## config.mk

```make
export PLATFORM = sky130hd
export DESIGN_NAME = mcat_autotune
export DESIGN_NICKNAME = d
export VERILOG_FILES = /design/src/mcat_pkg.sv /design/src/mcat_const_mem.sv /design/src/mcat_autotune.sv
export SDC_FILE = /design/constraint.sdc
export NUM_CORES = 1
export LEC_CHECK = 0
export BUFFER_PORTS_ARGS = -buffer_cell sky130_fd_sc_hd__buf_2
export CORE_ASPECT_RATIO = 0.8
export CORE_MARGIN = 8
export CORE_UTILIZATION = 59
export CTS_CLUSTER_SIZE = 28
export DETAILED_ROUTE_END_ITERATION = 10
export PLACE_DENSITY = 0.87
export SYNTH_ARGS = -nofsm -noshare
export SYNTH_HDL_FRONTEND = slang
export SYNTH_SLANG_ARGS = --single-unit
```

## constraint.sdc

```tcl
create_clock -name clk_i -period 13.4 [get_ports clk_i]
set_input_delay 0.67 -clock clk_i [delete_from_list [all_inputs] [get_ports clk_i]]
set_output_delay 0.67 -clock clk_i [all_outputs]
set_load 0.005 [all_outputs]
```

## src/mcat_pkg.sv

```systemverilog
// Purpose: shared constants and types of the motor constant autotune block
// Assumes: 100 MHz clock, AXI4-Lite register access with 32-bit data
// Notes:   times are kept in their own unit and turned into counts here
package mcat_pkg;

  // ------------------------------------------------------------------
  // register map (byte addresses)
  // ------------------------------------------------------------------
  localparam logic [7:0] MCAT_OFS_CTRL   = 8'h00;
  localparam logic [7:0] MCAT_OFS_CMD    = 8'h04;
  localparam logic [7:0] MCAT_OFS_STATUS = 8'h08;
  localparam logic [7:0] MCAT_OFS_CONST0 = 8'h10;
  localparam int         MCAT_NUM_CONST  = 5;

  // ctrl field positions
  localparam int MCAT_CTRL_TMODE_LSB = 0;
  localparam int MCAT_CTRL_DSEL_LSB  = 2;
  localparam int MCAT_CTRL_BRAKE_BIT = 4;
  localparam int MCAT_CTRL_FREEVF_BIT = 5;
  // command bits, write one to act
  localparam int MCAT_CMD_RUN_BIT  = 0;
  localparam int MCAT_CMD_STOP_BIT = 1;
  localparam int MCAT_CMD_KEY_BIT  = 2;

  // tuning_mode_select codes
  localparam logic [1:0] MCAT_TMODE_OFF    = 2'h0;
  localparam logic [1:0] MCAT_TMODE_STILL  = 2'h1;
  localparam logic [1:0] MCAT_TMODE_ROTATE = 2'h2;
  // constant_set_select codes
  localparam logic [1:0] MCAT_DSEL_STD      = 2'h0;
  localparam logic [1:0] MCAT_DSEL_TUNED    = 2'h1;
  localparam logic [1:0] MCAT_DSEL_ADAPTIVE = 2'h2;
  // dc_brake_enable_setting codes
  localparam logic MCAT_BRAKE_OFF = 1'h0;
  localparam logic MCAT_BRAKE_ON  = 1'h1;

  // result codes shown in status
  localparam logic [1:0] MCAT_RES_NONE     = 2'h0;
  localparam logic [1:0] MCAT_RES_NORMAL   = 2'h1;
  localparam logic [1:0] MCAT_RES_ABNORMAL = 2'h2;
  localparam logic [1:0] MCAT_RES_FAIL     = 2'h3;

  localparam logic [1:0] MCAT_RESP_OKAY   = 2'h0;
  localparam logic [1:0] MCAT_RESP_SLVERR = 2'h2;

  // ------------------------------------------------------------------
  // timing
  // ------------------------------------------------------------------
  localparam int MCAT_CLK_HZ      = 100_000_000;
  localparam int MCAT_TICK_US     = 1000;
  localparam int MCAT_TICK_CYCLES = MCAT_CLK_HZ / 1_000_000 * MCAT_TICK_US;
  localparam int MCAT_SLV_T1_S    = 50;
  localparam int MCAT_SLV_T2_S    = 100;
  localparam int MCAT_ADAPT_S     = 5;
  localparam int MCAT_TICKS_PER_S = 1_000_000 / MCAT_TICK_US;
  localparam logic [16:0] MCAT_SLV_T1_TICKS =
    17'(MCAT_SLV_T1_S * MCAT_TICKS_PER_S);
  localparam logic [16:0] MCAT_SLV_T2_TICKS =
    17'(MCAT_SLV_T2_S * MCAT_TICKS_PER_S);
  localparam logic [16:0] MCAT_ADAPT_TICKS  =
    17'(MCAT_ADAPT_S * MCAT_TICKS_PER_S);

  // speed targets in percent of base frequency
  localparam logic [6:0] MCAT_PCT_VF   = 7'h50;
  localparam logic [6:0] MCAT_PCT_SLV1 = 7'h28;
  localparam logic [6:0] MCAT_PCT_SLV2 = 7'h14;
  localparam logic [6:0] MCAT_PCT_SLV3 = 7'h0A;
  localparam logic [6:0] MCAT_PCT_NONE = 7'h00;

  // ------------------------------------------------------------------
  // types
  // ------------------------------------------------------------------
  typedef enum logic [3:0] {
    MCAT_IDLE, MCAT_RUN, MCAT_AC1, MCAT_AC2, MCAT_DC1, MCAT_VF,
    MCAT_SLV, MCAT_DC2, MCAT_BRAKE_WAIT, MCAT_ADAPT
  } mcat_state_t;

  // what the power stage is asked to do
  typedef struct packed {
    logic        run;
    mcat_state_t step;
    logic [6:0]  speed_pct;
  } mcat_drive_cmd_t;

  // what the power stage reports back (pin side)
  typedef struct packed {
    logic        step_done;
    logic        step_ok;
    logic        motor_stopped;
    logic        dc_braking;
  } mcat_drive_sts_t;

endpackage

```

## src/mcat_const_mem.sv

```systemverilog
// Purpose: two banks of motor constants, one live and one being measured
// Assumes: single clock, one write and one read port
// Notes:   read data come out of a register, one cycle after the address
`timescale 1ns/1ns
`default_nettype none
module mcat_const_mem #(
  parameter int WIDTH = 32,
  parameter int DEPTH = 10,
  parameter int AW    = 4
) (
  input  wire logic             clk_i,
  input  wire logic             reset_i,
  input  wire logic             wr_en_i,
  input  wire logic [AW-1:0]    wr_addr_i,
  input  wire logic [WIDTH-1:0] wr_data_i,
  input  wire logic [AW-1:0]    rd_addr_i,
  output var  logic [WIDTH-1:0] rd_data_o
);

  logic [WIDTH-1:0] mem [DEPTH];

  // no reset on the array: contents are undefined until first tuning
  always_ff @(posedge clk_i) begin
    if (wr_en_i && (int'(wr_addr_i) < DEPTH)) begin
      mem[wr_addr_i] <= wr_data_i;
    end
  end

  always_ff @(posedge clk_i or posedge reset_i) begin
    if (reset_i) begin
      rd_data_o <= '0;
    end else if (int'(rd_addr_i) < DEPTH) begin
      rd_data_o <= mem[rd_addr_i];
    end else begin
      rd_data_o <= '0;
    end
  end

endmodule
`default_nettype wire

```

## src/mcat_autotune.sv

```systemverilog
// Purpose: motor constant measurement and adaptive refinement sequencer
// Assumes: power stage pins are asynchronous; operator works over AXI4-Lite
// Notes:   measured words are kept in a spare bank until the run passes; the adaptive word goes straight to the live bank
`timescale 1ns/1ns
`default_nettype none
module mcat_autotune
  import mcat_pkg::*;
#(
  parameter int TICK_CYCLES = MCAT_TICK_CYCLES,
  parameter int AW          = 8
) (
  input  wire logic                    clk_i,
  input  wire logic                    reset_i,
  input  wire logic [AW-1:0]           s_axi_awaddr,
  input  wire logic                    s_axi_awvalid,
  output var  logic                    s_axi_awready,
  input  wire logic [31:0]             s_axi_wdata,
  input  wire logic [3:0]              s_axi_wstrb,
  input  wire logic                    s_axi_wvalid,
  output var  logic                    s_axi_wready,
  output var  logic [1:0]              s_axi_bresp,
  output var  logic                    s_axi_bvalid,
  input  wire logic                    s_axi_bready,
  input  wire logic [AW-1:0]           s_axi_araddr,
  input  wire logic                    s_axi_arvalid,
  output var  logic                    s_axi_arready,
  output var  logic [31:0]             s_axi_rdata,
  output var  logic [1:0]              s_axi_rresp,
  output var  logic                    s_axi_rvalid,
  input  wire logic                    s_axi_rready,
  input  wire mcat_pkg::mcat_drive_sts_t drive_sts_i,
  input  wire logic [31:0]             meas_value_i,
  output var  mcat_pkg::mcat_drive_cmd_t drive_cmd_o
);
  import mcat_pkg::*;

  // ------------------------------------------------------------------
  // pin synchronisers
  // ------------------------------------------------------------------
  mcat_drive_sts_t sts_meta, sts_s;
  logic            done_d;
  // the measured word is a pin bus too; it changes with done and passes the same two stages
  logic [31:0]     meas_meta, meas_s;
  always_ff @(posedge clk_i or posedge reset_i) begin
    if (reset_i) begin
      sts_meta <= '0;
      sts_s    <= '0;
      meas_meta <= 32'h0;
      meas_s   <= 32'h0;
      done_d   <= 1'b0;
    end else begin
      sts_meta <= drive_sts_i;
      sts_s    <= sts_meta;
      meas_meta <= meas_value_i;
      meas_s   <= meas_meta;
      done_d   <= sts_s.step_done;
    end
  end
  wire logic done_rise = sts_s.step_done && !done_d;

  // ------------------------------------------------------------------
  // register bus
  // ------------------------------------------------------------------
  logic [1:0]  tmode, dsel, next_tmode, next_dsel;
  logic        brake_en, free_vf, next_brake_en, next_free_vf;
  logic        aw_have, w_have, next_aw_have, next_w_have;
  logic [AW-1:0] aw_addr, next_aw_addr, ar_addr, next_ar_addr;
  logic [31:0] w_data, next_w_data;
  logic        w_lane0, next_w_lane0;
  logic        rd_wait, next_rd_wait;
  logic        next_awready, next_wready, next_bvalid, next_arready;
  logic        next_rvalid;
  logic [1:0]  next_bresp, next_rresp;
  logic [31:0] next_rdata, status_word, mem_rdata;
  logic        run_req, stop_req, key_req;

  function automatic logic is_const(input logic [AW-1:0] a);
    return (a >= AW'(MCAT_OFS_CONST0)) &&
           (a <  AW'(MCAT_OFS_CONST0 + 8'(4 * MCAT_NUM_CONST))) &&
           (a[1:0] == 2'h0);
  endfunction

  always_comb begin
    next_tmode = tmode;
    next_dsel = dsel;
    next_brake_en = brake_en;
    next_free_vf = free_vf;
    next_aw_have = aw_have;
    next_w_have = w_have;
    next_aw_addr = aw_addr;
    next_w_data = w_data;
    next_w_lane0 = w_lane0;
    next_ar_addr = ar_addr;
    next_rd_wait = rd_wait;
    next_bvalid = s_axi_bvalid;
    next_bresp = s_axi_bresp;
    next_rvalid = s_axi_rvalid;
    next_rresp = s_axi_rresp;
    next_rdata = s_axi_rdata;
    run_req = 1'b0;
    stop_req = 1'b0;
    key_req = 1'b0;
    if (s_axi_awvalid && s_axi_awready) begin
      next_aw_have = 1'b1;
      next_aw_addr = s_axi_awaddr;
    end
    if (s_axi_wvalid && s_axi_wready) begin
      next_w_have = 1'b1;
      next_w_data = s_axi_wdata;
      next_w_lane0 = s_axi_wstrb[0];
    end
    if (s_axi_bvalid && s_axi_bready) begin
      next_bvalid = 1'b0;
    end
    // both halves held: perform the write and answer
    if (aw_have && w_have && !s_axi_bvalid) begin
      next_aw_have = 1'b0;
      next_w_have = 1'b0;
      next_bvalid = 1'b1;
      next_bresp = MCAT_RESP_OKAY;
      if (aw_addr == AW'(MCAT_OFS_CTRL)) begin
        if (w_lane0) begin
          next_tmode = w_data[MCAT_CTRL_TMODE_LSB +: 2];
          next_dsel = w_data[MCAT_CTRL_DSEL_LSB +: 2];
          next_brake_en = w_data[MCAT_CTRL_BRAKE_BIT];
          next_free_vf = w_data[MCAT_CTRL_FREEVF_BIT];
        end
      end else if (aw_addr == AW'(MCAT_OFS_CMD)) begin
        run_req = w_lane0 && w_data[MCAT_CMD_RUN_BIT];
        stop_req = w_lane0 && w_data[MCAT_CMD_STOP_BIT];
        key_req = w_lane0 && w_data[MCAT_CMD_KEY_BIT];
      end else if (!(aw_addr == AW'(MCAT_OFS_STATUS) ||
                     is_const(aw_addr))) begin
        next_bresp = MCAT_RESP_SLVERR;
      end
    end
    if (s_axi_rvalid && s_axi_rready) begin
      next_rvalid = 1'b0;
    end
    if (s_axi_arvalid && s_axi_arready) begin
      next_ar_addr = s_axi_araddr;
      next_rd_wait = 1'b1;
    end
    // one wait cycle lets the constant memory present its word
    if (rd_wait && !s_axi_arready) begin
      next_rd_wait = 1'b0;
      next_rvalid = 1'b1;
      next_rresp = MCAT_RESP_OKAY;
      if (ar_addr == AW'(MCAT_OFS_CTRL)) begin
        next_rdata = 32'({free_vf, brake_en, dsel, tmode});
      end else if (ar_addr == AW'(MCAT_OFS_STATUS)) begin
        next_rdata = status_word;
      end else if (is_const(ar_addr)) begin
        next_rdata = mem_rdata;
      end else begin
        next_rdata = 32'h0;
        next_rresp = (ar_addr == AW'(MCAT_OFS_CMD)) ? MCAT_RESP_OKAY
                                                    : MCAT_RESP_SLVERR;
      end
    end
    next_awready = !next_aw_have && !next_bvalid;
    next_wready = !next_w_have && !next_bvalid;
    next_arready = !next_rd_wait && !next_rvalid;
  end

  always_ff @(posedge clk_i or posedge reset_i) begin
    if (reset_i) begin
      tmode <= MCAT_TMODE_OFF;
      dsel <= MCAT_DSEL_STD;
      brake_en <= MCAT_BRAKE_OFF;
      free_vf <= 1'b0;
      aw_have <= 1'b0;
      w_have <= 1'b0;
      aw_addr <= '0;
      w_data <= 32'h0;
      w_lane0 <= 1'b0;
      ar_addr <= '0;
      rd_wait <= 1'b0;
      s_axi_awready <= 1'b0;
      s_axi_wready <= 1'b0;
      s_axi_bvalid <= 1'b0;
      s_axi_bresp <= MCAT_RESP_OKAY;
      s_axi_arready <= 1'b0;
      s_axi_rvalid <= 1'b0;
      s_axi_rresp <= MCAT_RESP_OKAY;
      s_axi_rdata <= 32'h0;
    end else begin
      tmode <= next_tmode;
      dsel <= next_dsel;
      brake_en <= next_brake_en;
      free_vf <= next_free_vf;
      aw_have <= next_aw_have;
      w_have <= next_w_have;
      aw_addr <= next_aw_addr;
      w_data <= next_w_data;
      w_lane0 <= next_w_lane0;
      ar_addr <= next_ar_addr;
      rd_wait <= next_rd_wait;
      s_axi_awready <= next_awready;
      s_axi_wready <= next_wready;
      s_axi_bvalid <= next_bvalid;
      s_axi_bresp <= next_bresp;
      s_axi_arready <= next_arready;
      s_axi_rvalid <= next_rvalid;
      s_axi_rresp <= next_rresp;
      s_axi_rdata <= next_rdata;
    end
  end

  // ------------------------------------------------------------------
  // sequencer
  // ------------------------------------------------------------------
  mcat_state_t state, next_state;
  logic [16:0] tick_cnt, next_tick_cnt, step_ticks, next_step_ticks;
  logic        all_ok, next_all_ok, bank, next_bank;
  logic [1:0]  result, next_result;
  logic        mem_we;
  logic [2:0]  mem_idx, rd_idx;
  logic        mem_bank;
  logic        tick;

  // memory word index of the constant each step measures
  function automatic logic [2:0] step_slot(input mcat_state_t s);
    unique case (s)
      MCAT_AC1: return 3'h0;
      MCAT_AC2: return 3'h1;
      MCAT_DC1: return 3'h2;
      MCAT_DC2: return 3'h3;
      default:  return 3'h4;
    endcase
  endfunction

  function automatic logic [3:0] mem_addr(input logic b, input logic [2:0] i);
    return b ? 4'(i) + 4'(MCAT_NUM_CONST) : 4'(i);
  endfunction

  assign tick = (tick_cnt == 17'(TICK_CYCLES - 1));

  always_comb begin
    next_state = state;
    next_all_ok = all_ok;
    next_bank = bank;
    next_result = result;
    next_tick_cnt = tick ? 17'h0 : tick_cnt + 17'h1;
    next_step_ticks = (tick && step_ticks != 17'h1FFFF) ? step_ticks + 17'h1
                                                        : step_ticks;
    mem_we = 1'b0;
    mem_bank = !bank;
    mem_idx = step_slot(state);
    // key clears first so a result set this cycle survives
    if (key_req) begin
      next_result = MCAT_RES_NONE;
    end
    unique case (state)
      MCAT_IDLE: begin
        if (run_req && tmode != MCAT_TMODE_OFF) begin
          if (free_vf) begin
            next_result = MCAT_RES_ABNORMAL;
          end else if (sts_s.motor_stopped) begin
            next_state = MCAT_AC1;
            next_all_ok = 1'b1;
          end
        end else if (run_req) begin
          next_state = MCAT_RUN;
        end
      end
      MCAT_RUN: begin
        if (stop_req) begin
          next_state = (dsel == MCAT_DSEL_ADAPTIVE && tmode == MCAT_TMODE_OFF)
                       ? MCAT_BRAKE_WAIT : MCAT_IDLE;
        end
      end
      MCAT_BRAKE_WAIT: begin
        if (run_req) begin
          next_state = MCAT_RUN;
        end else if (sts_s.motor_stopped &&
                     !(brake_en && sts_s.dc_braking)) begin
          next_state = MCAT_ADAPT;
          next_step_ticks = 17'h0;
        end
      end
      MCAT_ADAPT: begin
        if (run_req) begin
          next_state = MCAT_RUN;
        end else if (step_ticks >= MCAT_ADAPT_TICKS) begin
          next_state = MCAT_IDLE;
          mem_we = sts_s.step_ok;
          mem_bank = bank;
        end
      end
      default: begin
        // measurement steps: a run or stop command aborts the run, a key command does not
        if (run_req || stop_req) begin
          next_state = MCAT_IDLE;
          next_result = MCAT_RES_ABNORMAL;
        end else if (done_rise) begin
          next_step_ticks = 17'h0;
          next_all_ok = all_ok && sts_s.step_ok;
          mem_we = (state != MCAT_VF);
          unique case (state)
            MCAT_AC1: next_state = MCAT_AC2;
            MCAT_AC2: next_state = MCAT_DC1;
            MCAT_DC1: next_state = (tmode == MCAT_TMODE_ROTATE)
                                   ? MCAT_VF : MCAT_DC2;
            MCAT_VF:  next_state = MCAT_SLV;
            default: begin
              if (state == MCAT_SLV) begin
                next_state = MCAT_DC2;
              end else begin
                next_state = MCAT_IDLE;
                if (all_ok && sts_s.step_ok) begin
                  next_bank = !bank;
                  next_result = MCAT_RES_NORMAL;
                end else begin
                  next_result = MCAT_RES_FAIL;
                end
              end
            end
          endcase
        end
      end
    endcase
  end

  function automatic logic [6:0] speed_of(input mcat_state_t s,
                                          input logic [16:0] t);
    if (s == MCAT_VF) begin
      return MCAT_PCT_VF;
    end else if (s != MCAT_SLV) begin
      return MCAT_PCT_NONE;
    end else if (t < MCAT_SLV_T1_TICKS) begin
      return MCAT_PCT_SLV1;
    end else if (t < MCAT_SLV_T2_TICKS) begin
      return MCAT_PCT_SLV2;
    end
    return MCAT_PCT_SLV3;
  endfunction

  always_ff @(posedge clk_i or posedge reset_i) begin
    if (reset_i) begin
      state <= MCAT_IDLE;
      tick_cnt <= 17'h0;
      step_ticks <= 17'h0;
      all_ok <= 1'b0;
      bank <= 1'b0;
      result <= MCAT_RES_NONE;
      drive_cmd_o <= '{run: 1'b0, step: MCAT_IDLE, speed_pct: MCAT_PCT_NONE};
    end else begin
      state <= next_state;
      tick_cnt <= next_tick_cnt;
      step_ticks <= next_step_ticks;
      all_ok <= next_all_ok;
      bank <= next_bank;
      result <= next_result;
      drive_cmd_o <= '{run: (next_state == MCAT_RUN), step: next_state,
                       speed_pct: speed_of(next_state, next_step_ticks)};
    end
  end

  assign status_word = 32'({bank, result, state});
  // address the memory at the AR edge so its word is ready one cycle later
  assign rd_idx = 3'((next_ar_addr - AW'(MCAT_OFS_CONST0)) >> 2);

  mcat_const_mem #(
    .WIDTH (32),
    .DEPTH (2 * MCAT_NUM_CONST),
    .AW    (4)
  ) u_mem (
    .clk_i     (clk_i),
    .reset_i   (reset_i),
    .wr_en_i   (mem_we),
    .wr_addr_i (mem_addr(mem_bank, mem_idx)),
    .wr_data_i (meas_s),
    .rd_addr_i (mem_addr(bank, rd_idx)),
    .rd_data_o (mem_rdata)
  );

endmodule
`default_nettype wire

```

==> results.md, run 1 <==
- Status: finished clean
- Routed wire per std cell: 23.3 µm
- Slew Limit Headroom: 16.3%
- # setup viols final: 0
- Area leader, netlist: edfxtp_1
- Worst-case reg-to-reg path depth: 10
- CP top delay family: buffers and inverters
- Post-synth top area share: between 40% and 50%
- Final TNS setup: 0 ns
- Vias: 12700
- Tmin final: 4.23 ns
- Crit path max fanout: between 60 and 70
- Final worst-path cycle share: 31.6%
- Final Max Tran Viols: 0
- Post-Route WL: between 40000 and 50000 µm
- Area grow syn2layout: 12.6%
- WP depth: 10
- Critical path buffers and inverters: 3
- N_diodes: 0
- Synth cell types: 72
- Cell mode on critical path: buf_4
- FF+latch count, synth: around 550
- CTS H-tree lvls: 2
- Die height: 185 µm
- Die W: 227 µm
- Via density: 6.28
- Core area: 35500 µm²
- Slowest-stage cell, CP: buf_4
- Top post-synthesis cells by area: edfxtp_1 (46%), dfrtp_1 (27%), mux4_2 (3.5%), mux2i_1 (3.0%), nand2_1 (2.7%)
- RR Endpoint: u_mem.rd_data_o[6]$_DFF_PP0_
- Worst Hold Class: in2async
- Final GP Congestion: ~0.86
- Endpoint class of the critical path: flop
- Non-filler cells, final: 2024
- Sequential fraction of the synthesis area: 72.3%
- Design Power: 4290 µW
- Startpoint Class: flop
- Fmax: 236 MHz
- Worst R2R Setup Slack: between 9 and 10 ns
- Number of flops mapped to enable cells by yosys: 320
- # rows: just over 60
- Layout cell share with drive strength beyond 1: 19.4%
- P_leak: 0.00902 µW
- Maxcap violations: 0
- CTS tree: yes
- Number of top-level pins: 148
- Worst Skew: 0.0150 ns
- Clock Sinks: 545
- Crit. Startpoint: s_axi_arready$_DFF_PP0_
- Placed cell count: 1930
- RR Startpoint: s_axi_arready$_DFF_PP0_
- Die ar.: 42100 µm²
- Worst slew pin tran: between 1 and 1.5 ns
- Filler cell count: between 2000 and 2500
- Nets: ~1600
- Total number of yosys warnings: 0
- Initial antenna violation count: 0
- Instance count of the mapped netlist: 1386
- Count of input and output buffers: ~120
- Pwr/cell area: about 180 nW/µm²
- Gr usage total: between 20% and 30%
- Crit path cell chain: nand2_2 -> mux2_1 -> buf_4 -> xnor2_4 -> buf_4 -> buf_4 -> mux2i_1 -> a32oi_1 -> mux2i_1 -> o21ai_0
- Crit path DAT: 4.67 ns
- CTS Hold Bufs: 0
- PostCTS Resize Cnt: 0
- Vias in the first global route: 13000
- Critical path class: reg2reg
- First-pass detailed-route iteration total: 8
- # DRC: 0
- Largest net degree at the start of global routing: 92
- Clk_lat worst skew: 0.58 ns
- Clk buf depth: 3
- Final Hold Viols: 0
- Async set-reset flop share out of synthesis: 41.3%
- Global-route wire length before repair: 73500 µm
- Post-CTS setup buffers: 0
- Max IR drop VDD: 0.172 mV
- Post-DP HPWL: roughly 26000 µm
- Synth Cell Area: about 21000 µm²
- Critical Path Sink: u_mem.rd_data_o[6]$_DFF_PP0_
- Initial Util: 59.3%
- Syn Area/Cell: ~15 µm²
- Crit path required time: 13.84 ns
- Initial DRC count: 1413
- Prevailing post-synth register cell: edfxtp_1
- Grt total ovfl: 0
- Reg clk slew, reported paths: 0.06 ns
- DRT antenna net count: 0
- Num CTS Buffers: 51
- RSZ-0062 raised after global routing: no
- Root Driver: clkbuf_16
- Worst path max stage delay: 0.89 ns
[worst min path at each step]
stage and endpoint:
6_report meas_meta[16]$_DFF_PP0_, 5_1_grt meas_meta[22]$_DFF_PP0_, 4_1_cts meas_meta[22]$_DFF_PP0_, 3_5_place_dp meas_s[22]$_DFF_PP0_
3_3_place_gp meas_s[26]$_DFF_PP0_, 2_1_floorplan meas_s[0]$_DFF_PP0_
[sequential cells by signal, summed over array words and instances, names as in the netlist, 6 cells and up]
register	count
ar_addr	8
aw_addr	8
drive_cmd_o	7
meas_meta	32
meas_s	32
s_axi_rdata	32
step_ticks	17
tick_cnt	17
u_mem.mem	320
u_mem.rd_data_o	32
w_data	6
[worst register-to-register path, stage by stage (launching register included)]
cell and delay [ns]:
dfrtp_1 0.40, nand2_2 0.18, mux2_1 0.35, buf_4 0.32, xnor2_4 0.22, buf_4 0.71, buf_4 0.90, mux2i_1 0.25
a32oi_1 0.29, mux2i_1 0.14, o21ai_0 0.35
[Yosys cell counts (6+ instances only)]
master / n
nor3_1: 10
nor4b_1: 7
buf_2: 7
and3_1: 6
a32oi_1: 32
dfrtp_1: 225
nand3_1: 18
mux2i_1: 64
and4_1: 11
or4_1: 9
nor2b_1: 8
o21ai_0: 70
mux2_2: 33
xnor2_1: 20
nor2_1: 55
nand2_1: 154
inv_1: 17
xor2_1: 13
buf_4: 8
edfxtp_1: 320
a22oi_1: 6
mux4_2: 33
clkbuf_1: 52
and2_1: 11
buf_1: 8
a21oi_1: 21
nor4_1: 14
nand4_1: 38
a22o_1: 31
[power breakdown]
part	internal, µW	total (µW)	switching, µW	leakage (µW)
Combinational	384	959	575	0.00260
Sequential	1910	2010	97.6	0.00568
Clock	730	1330	596	0.000733
Total	3030	4290	1270	0.00902
[cell families (layout without fill, tap and decap cells)]
| family | after synthesis | after routing | synth area share [%] |
|---|---|---|---|
| flops | 545 | 545 | 72.3 |
| simple gates | 368 | 368 | 8.88 |
| compound gates | 209 | 209 | 6.81 |
| mux | 131 | 131 | 8.38 |
| buf+inv | 93 | 249 | 1.85 |
| xor+xnor | 34 | 34 | 1.45 |
| fa+ha+maj | 5 | 5 | 0.297 |
| other cells | 1 | 3 | 0.0178 |
[layout make-up]
type,instances,area (µm²),area share (%)
clock inverters,23,148,0.622
multi-input cells,750,5570,23.5
repair buffers,138,748,3.15
well taps,480,601,2.53
flip-flops and latches,545,15200,64.2
inverters,17,71.3,0.300
clock buffers,71,1360,5.74
[cell usage in the layout, fill, tap and decap left out, drive strengths merged, types with 3 or more instances in the layout]
master	n
a22o	31
nand2b	4
a22oi	6
nand4	39
xnor2	21
mux4	33
or4	9
nor2	55
a211oi	5
nand3	18
nand4b	3
a311oi	5
a21oi	21
o31ai	5
nor3	10
clkbuf	71
mux2	34
and2	11
nor2b	9
inv	19
nand2	155
nor4b	7
edfxtp	320
and3	6
dfrtp	225
and4	11
a31oi	6
or2	3
ha	5
o21a	3
mux2i	64
xor2	13
nor4	15
o22ai	5
conb	3
clkinv	19
o21ai	74
a32oi	32
buf	138
[metrics by stage]
stage	hold WS [ns]	area, µm²	utilization, %	worst slack [ns]
CTS	0.178	23700	66.8	9.18
finish	0.192	23700	66.8	9.17
detailed placement	0.335	22200	62.6	8.83
global route	0.178	23700	66.8	8.86
floorplan	0.331	21100	-	6.57
global placement	0.332	22200	62.6	8.90
[routing by layer]
layer	wire, µm	part of all wire (%)	vias to the layer above	GRT usage (%)
met5	0	0	-	0
met4	1550	3.3	0	8.69
met3	4190	8.9	134	4.42
met2	23000	49	711	37.0
met1	18500	39	6383	30.1
li1	-	-	5488	-
No activity file was read; power rests on OpenSTA's default activity.
==> inputs of run 2 (changes only) <==
--- a/config.mk
+++ b/config.mk
@@ -5,6 +5,7 @@
 export SDC_FILE = /design/constraint.sdc
 export NUM_CORES = 1
 export LEC_CHECK = 0
+export ABC_AREA = 1
 export BUFFER_PORTS_ARGS = -buffer_cell sky130_fd_sc_hd__buf_2
 export CORE_ASPECT_RATIO = 0.8
 export CORE_MARGIN = 8
==> constraint.sdc (replaced) <==
create_clock -name clk_i -period 4.1 [get_ports clk_i]
set_input_delay 0.205 -clock clk_i [delete_from_list [all_inputs] [get_ports clk_i]]
set_output_delay 0.205 -clock clk_i [all_outputs]
set_load 0.005 [all_outputs]
==> results.md, run 2 <==
- Status: finished clean
- Initial Util: 59.2%
- Nets: about 2200
- Commonest non-fill, non-tap cells in the layout: nand2_1 (557), edfxtp_1 (320), dfrtp_1 (225)
- Pwr/cell area: about 720 nW/µm²
- Vias: 15200
- Startpoint Class: flop
- Count of input and output buffers: 115
- Post-Route WL: ~51000 µm
- Register Area: 15200 µm²
- Root Driver: clkbuf_16
- Via density: about 5.7
- Synth cell types: 56
- PostCTS Resize Cnt: 0
- DRT antenna net count: 0
- Initial DRC count: 1870
- Critical path buffers and inverters: 4
- Top-count cell post-synth: nand2_1
- Initial antenna violation count: 0
- Largest net degree at the start of global routing: 152
- # setup viols final: 0
- Slew Limit Headroom: 26.5%
- Syn Area/Cell: 11.2 µm²
- Cell mode on critical path: nand2_1
- Worst path max stage delay: 0.54 ns
- Clk buf depth: 3
- Multi-input gate area: 5620 µm²
- Number of top-level pins: around 150
- # DRC: 0
- Synth Area in Adders: 0.288%
- P_leak: ~0.011 µW
- # rows: between 60 and 70
- Synth Cell Area: 21700 µm²
- Total number of yosys warnings: 0
- Clk_lat worst skew: 0.60 ns
- Final worst-path cycle share: 78.8%
- Fmax: 310 MHz
- Num CTS Buffers: 51
- Reg clk slew, reported paths: roughly 0.06 ns
- Worst slew pin tran: 1.10 ns
- Non-filler cells, final: 2655
- Crit path required time: 4.32 ns
- Async set-reset flop share out of synthesis: 41.3%
- Global-route wire length before repair: 80400 µm
- Top post-synthesis cells by area: edfxtp_1 (44%), dfrtp_1 (26%), nand2_1 (9.6%), nand3_1 (2.7%), a21oi_1 (2.3%)
- Post-DP HPWL: 28200 µm
- Max FFs per register: 320
- Maxcap violations: 0
- Final TNS setup: 0 ns
- N_diodes: 0
- Post-synth top cells: nand2_1 (557), edfxtp_1 (320), dfrtp_1 (225)
- Die ar.: 43300 µm²
- CTS tree: yes
- Final Max Tran Viols: 0
- Hold depth: 3
- Gr usage total: a little under a quarter
- Post-synth top area share: about 44%
- Layout cell share with drive strength beyond 1: 13.8%
- Final GP Congestion: around 0.85
- Placed cell count: 2493
- Xor/xnor share of the synthesized area: 0.598%
- Filler cell count: 2404
- FF+latch count, synth: 545
- Grt total ovfl: 0
- Routed wire per std cell: between 15 and 20 µm
- Tmin final: 3.23 ns
- Worst Hold Class: in2reg
- Prevailing post-synth register cell: edfxtp_1
- Die W: 231 µm
- Compound-Gate Fraction of Synth Area: 7.81%
- Clock Sinks: 545
- Area grow syn2layout: 16.1%
- Slowest-stage cell, CP: dfrtp_1
- Vias in the first global route: roughly 15000
- Post-Synth Simple-Gate Area: between 15 and 20%
- Sequential fraction of the synthesis area: 70.1%
- Post-CTS setup buffers: 0
- First-pass detailed-route iteration total: 6
- Number of flops mapped to enable cells by yosys: 320
- Worst-case reg-to-reg path depth: 14
- Crit path DAT: 3.45 ns
- Largest family of logic cells by synthesized area: simple AND/OR/NAND/NOR gates
- Endpoint class of the critical path: flop
- Die height: 188 µm
- CP top delay family: simple AND/OR/NAND/NOR gates
- Final Hold Viols: 0
- Max IR drop VDD: 0.632 mV
- Area leader, netlist: edfxtp_1
- Most flops, register: u_mem.mem
- Crit path max fanout: 32
- Core area: 36700 µm²
- Commonest non-fill, non-tap cell in the layout: nand2_1
- Instance count of the mapped netlist: 1942
- Mux cell area share after synthesis: 0%
- CTS H-tree lvls: 2
- WP depth: 14
- Worst R2R Setup Slack: 0.87 ns
- Worst Skew: about 0.029 ns
- RSZ-0062 raised after global routing: no
- Crit path cell chain: inv_6 -> nand2_4 -> nor2_2 -> nand2_1 -> nor3_1 -> inv_1 -> nand2_1 -> nand2_1 -> inv_1 -> nand3_1 -> o21ai_0 -> nand2_1 -> nor2_2 -> buf_4
- Critical path class: reg2reg
-- run 2: cell types whose count changed after synthesis, moves of 23 or more --
cell,before,now
buf_2,7,34
a22o_1,31,0
a21oi_1,21,101
a31oi_1,5,28
nand3_1,18,117
mux2i_1,64,0
nand4_1,38,10
nor2_1,55,110
a32oi_1,32,1
mux4_2,33,0
nand2_1,154,557
inv_1,17,124
mux2_2,33,0
-- run 2: final cells by class --
cell class | count | area share, %
Sequential cell | 545 | 60.3
Multi-Input combinational cell | 1179 | 22.2
Timing Repair Buffer | 209 | 6.02
Clock buffer | 66 | 5.52
Tap cell | 487 | 2.41
Inverter | 139 | 2.13
Clock inverter | 30 | 1.32
-- run 2: cell families after synthesis --
logic type      after synthesis
compound gates              289
xor+xnor                     14
fa+ha+maj                     5
buf+inv                     220
flops                       545
other cells                   1
simple gates                868
-- run 2: worst reg2reg max path, delay by kind of cell, from the launching register on --
family                 cells  cell delay [ns]
AND/OR/NAND/NOR            9             1.26
buffers and inverters      4             0.88
flip-flops                 1             0.54
AO/OA/AOI/OAI              1             0.16
-- run 2: per-stage QoR --
stage	cell area (µm²)	worst slack, ns	hold slack (ns)	total power [µW]	utilization [%]
finish	25300	0.870	0.0380	18300	68.7
global route	25300	0.504	0.0699	19200	68.7
CTS	25300	0.914	0.0210	18200	68.7
detailed placement	22900	0.925	0.314	13200	62.2
global placement	22900	1.02	0.313	12900	62.2
floorplan	21800	0.599	0.236	11400	-
-- run 2: repair_timing --
| item | 4_1_cts | 5_1_grt |
|---|---|---|
| hold buffers | 66 | 0 |
| setup endpoints to repair | 0 | 0 |
| hold endpoints to repair | 89 | 0 |
-- run 2: path summary, 6_finish.rpt --
path | from | endpoint
worst max register to register | state[1]$_DFF_PP0_ | u_mem.mem[7][12]$_DFFE_PP_
worst max-delay path | state[1]$_DFF_PP0_ | u_mem.mem[7][12]$_DFFE_PP_
max in group asynchronous | reset_i | s_axi_rdata[13]$_DFFE_PP0P_
worst min register to register | meas_meta[13]$_DFF_PP0_ | meas_s[13]$_DFF_PP0_
min in group asynchronous | reset_i | ar_addr[2]$_DFF_PP0_
worst min-delay path | s_axi_arvalid | rd_wait$_DFF_PP0_
-- run 2: power breakdown --
part           total, µW  internal [µW]  switching (µW)  leakage (µW)
logic               6390           1980            4410       0.00407
clock network       4840           2750            2080      0.000834
registers           7030           6610             419       0.00570
total              18300          11300            6910        0.0106
-- run 2: routing by layer --
metal  wire (µm)  track usage (%)  vias up
met2       24700             38.1      763
met4        1410             7.79        0
met5           0                0        -
met1       20700             31.5     7360
met3        4210             3.97      129
li1            -                -     6954
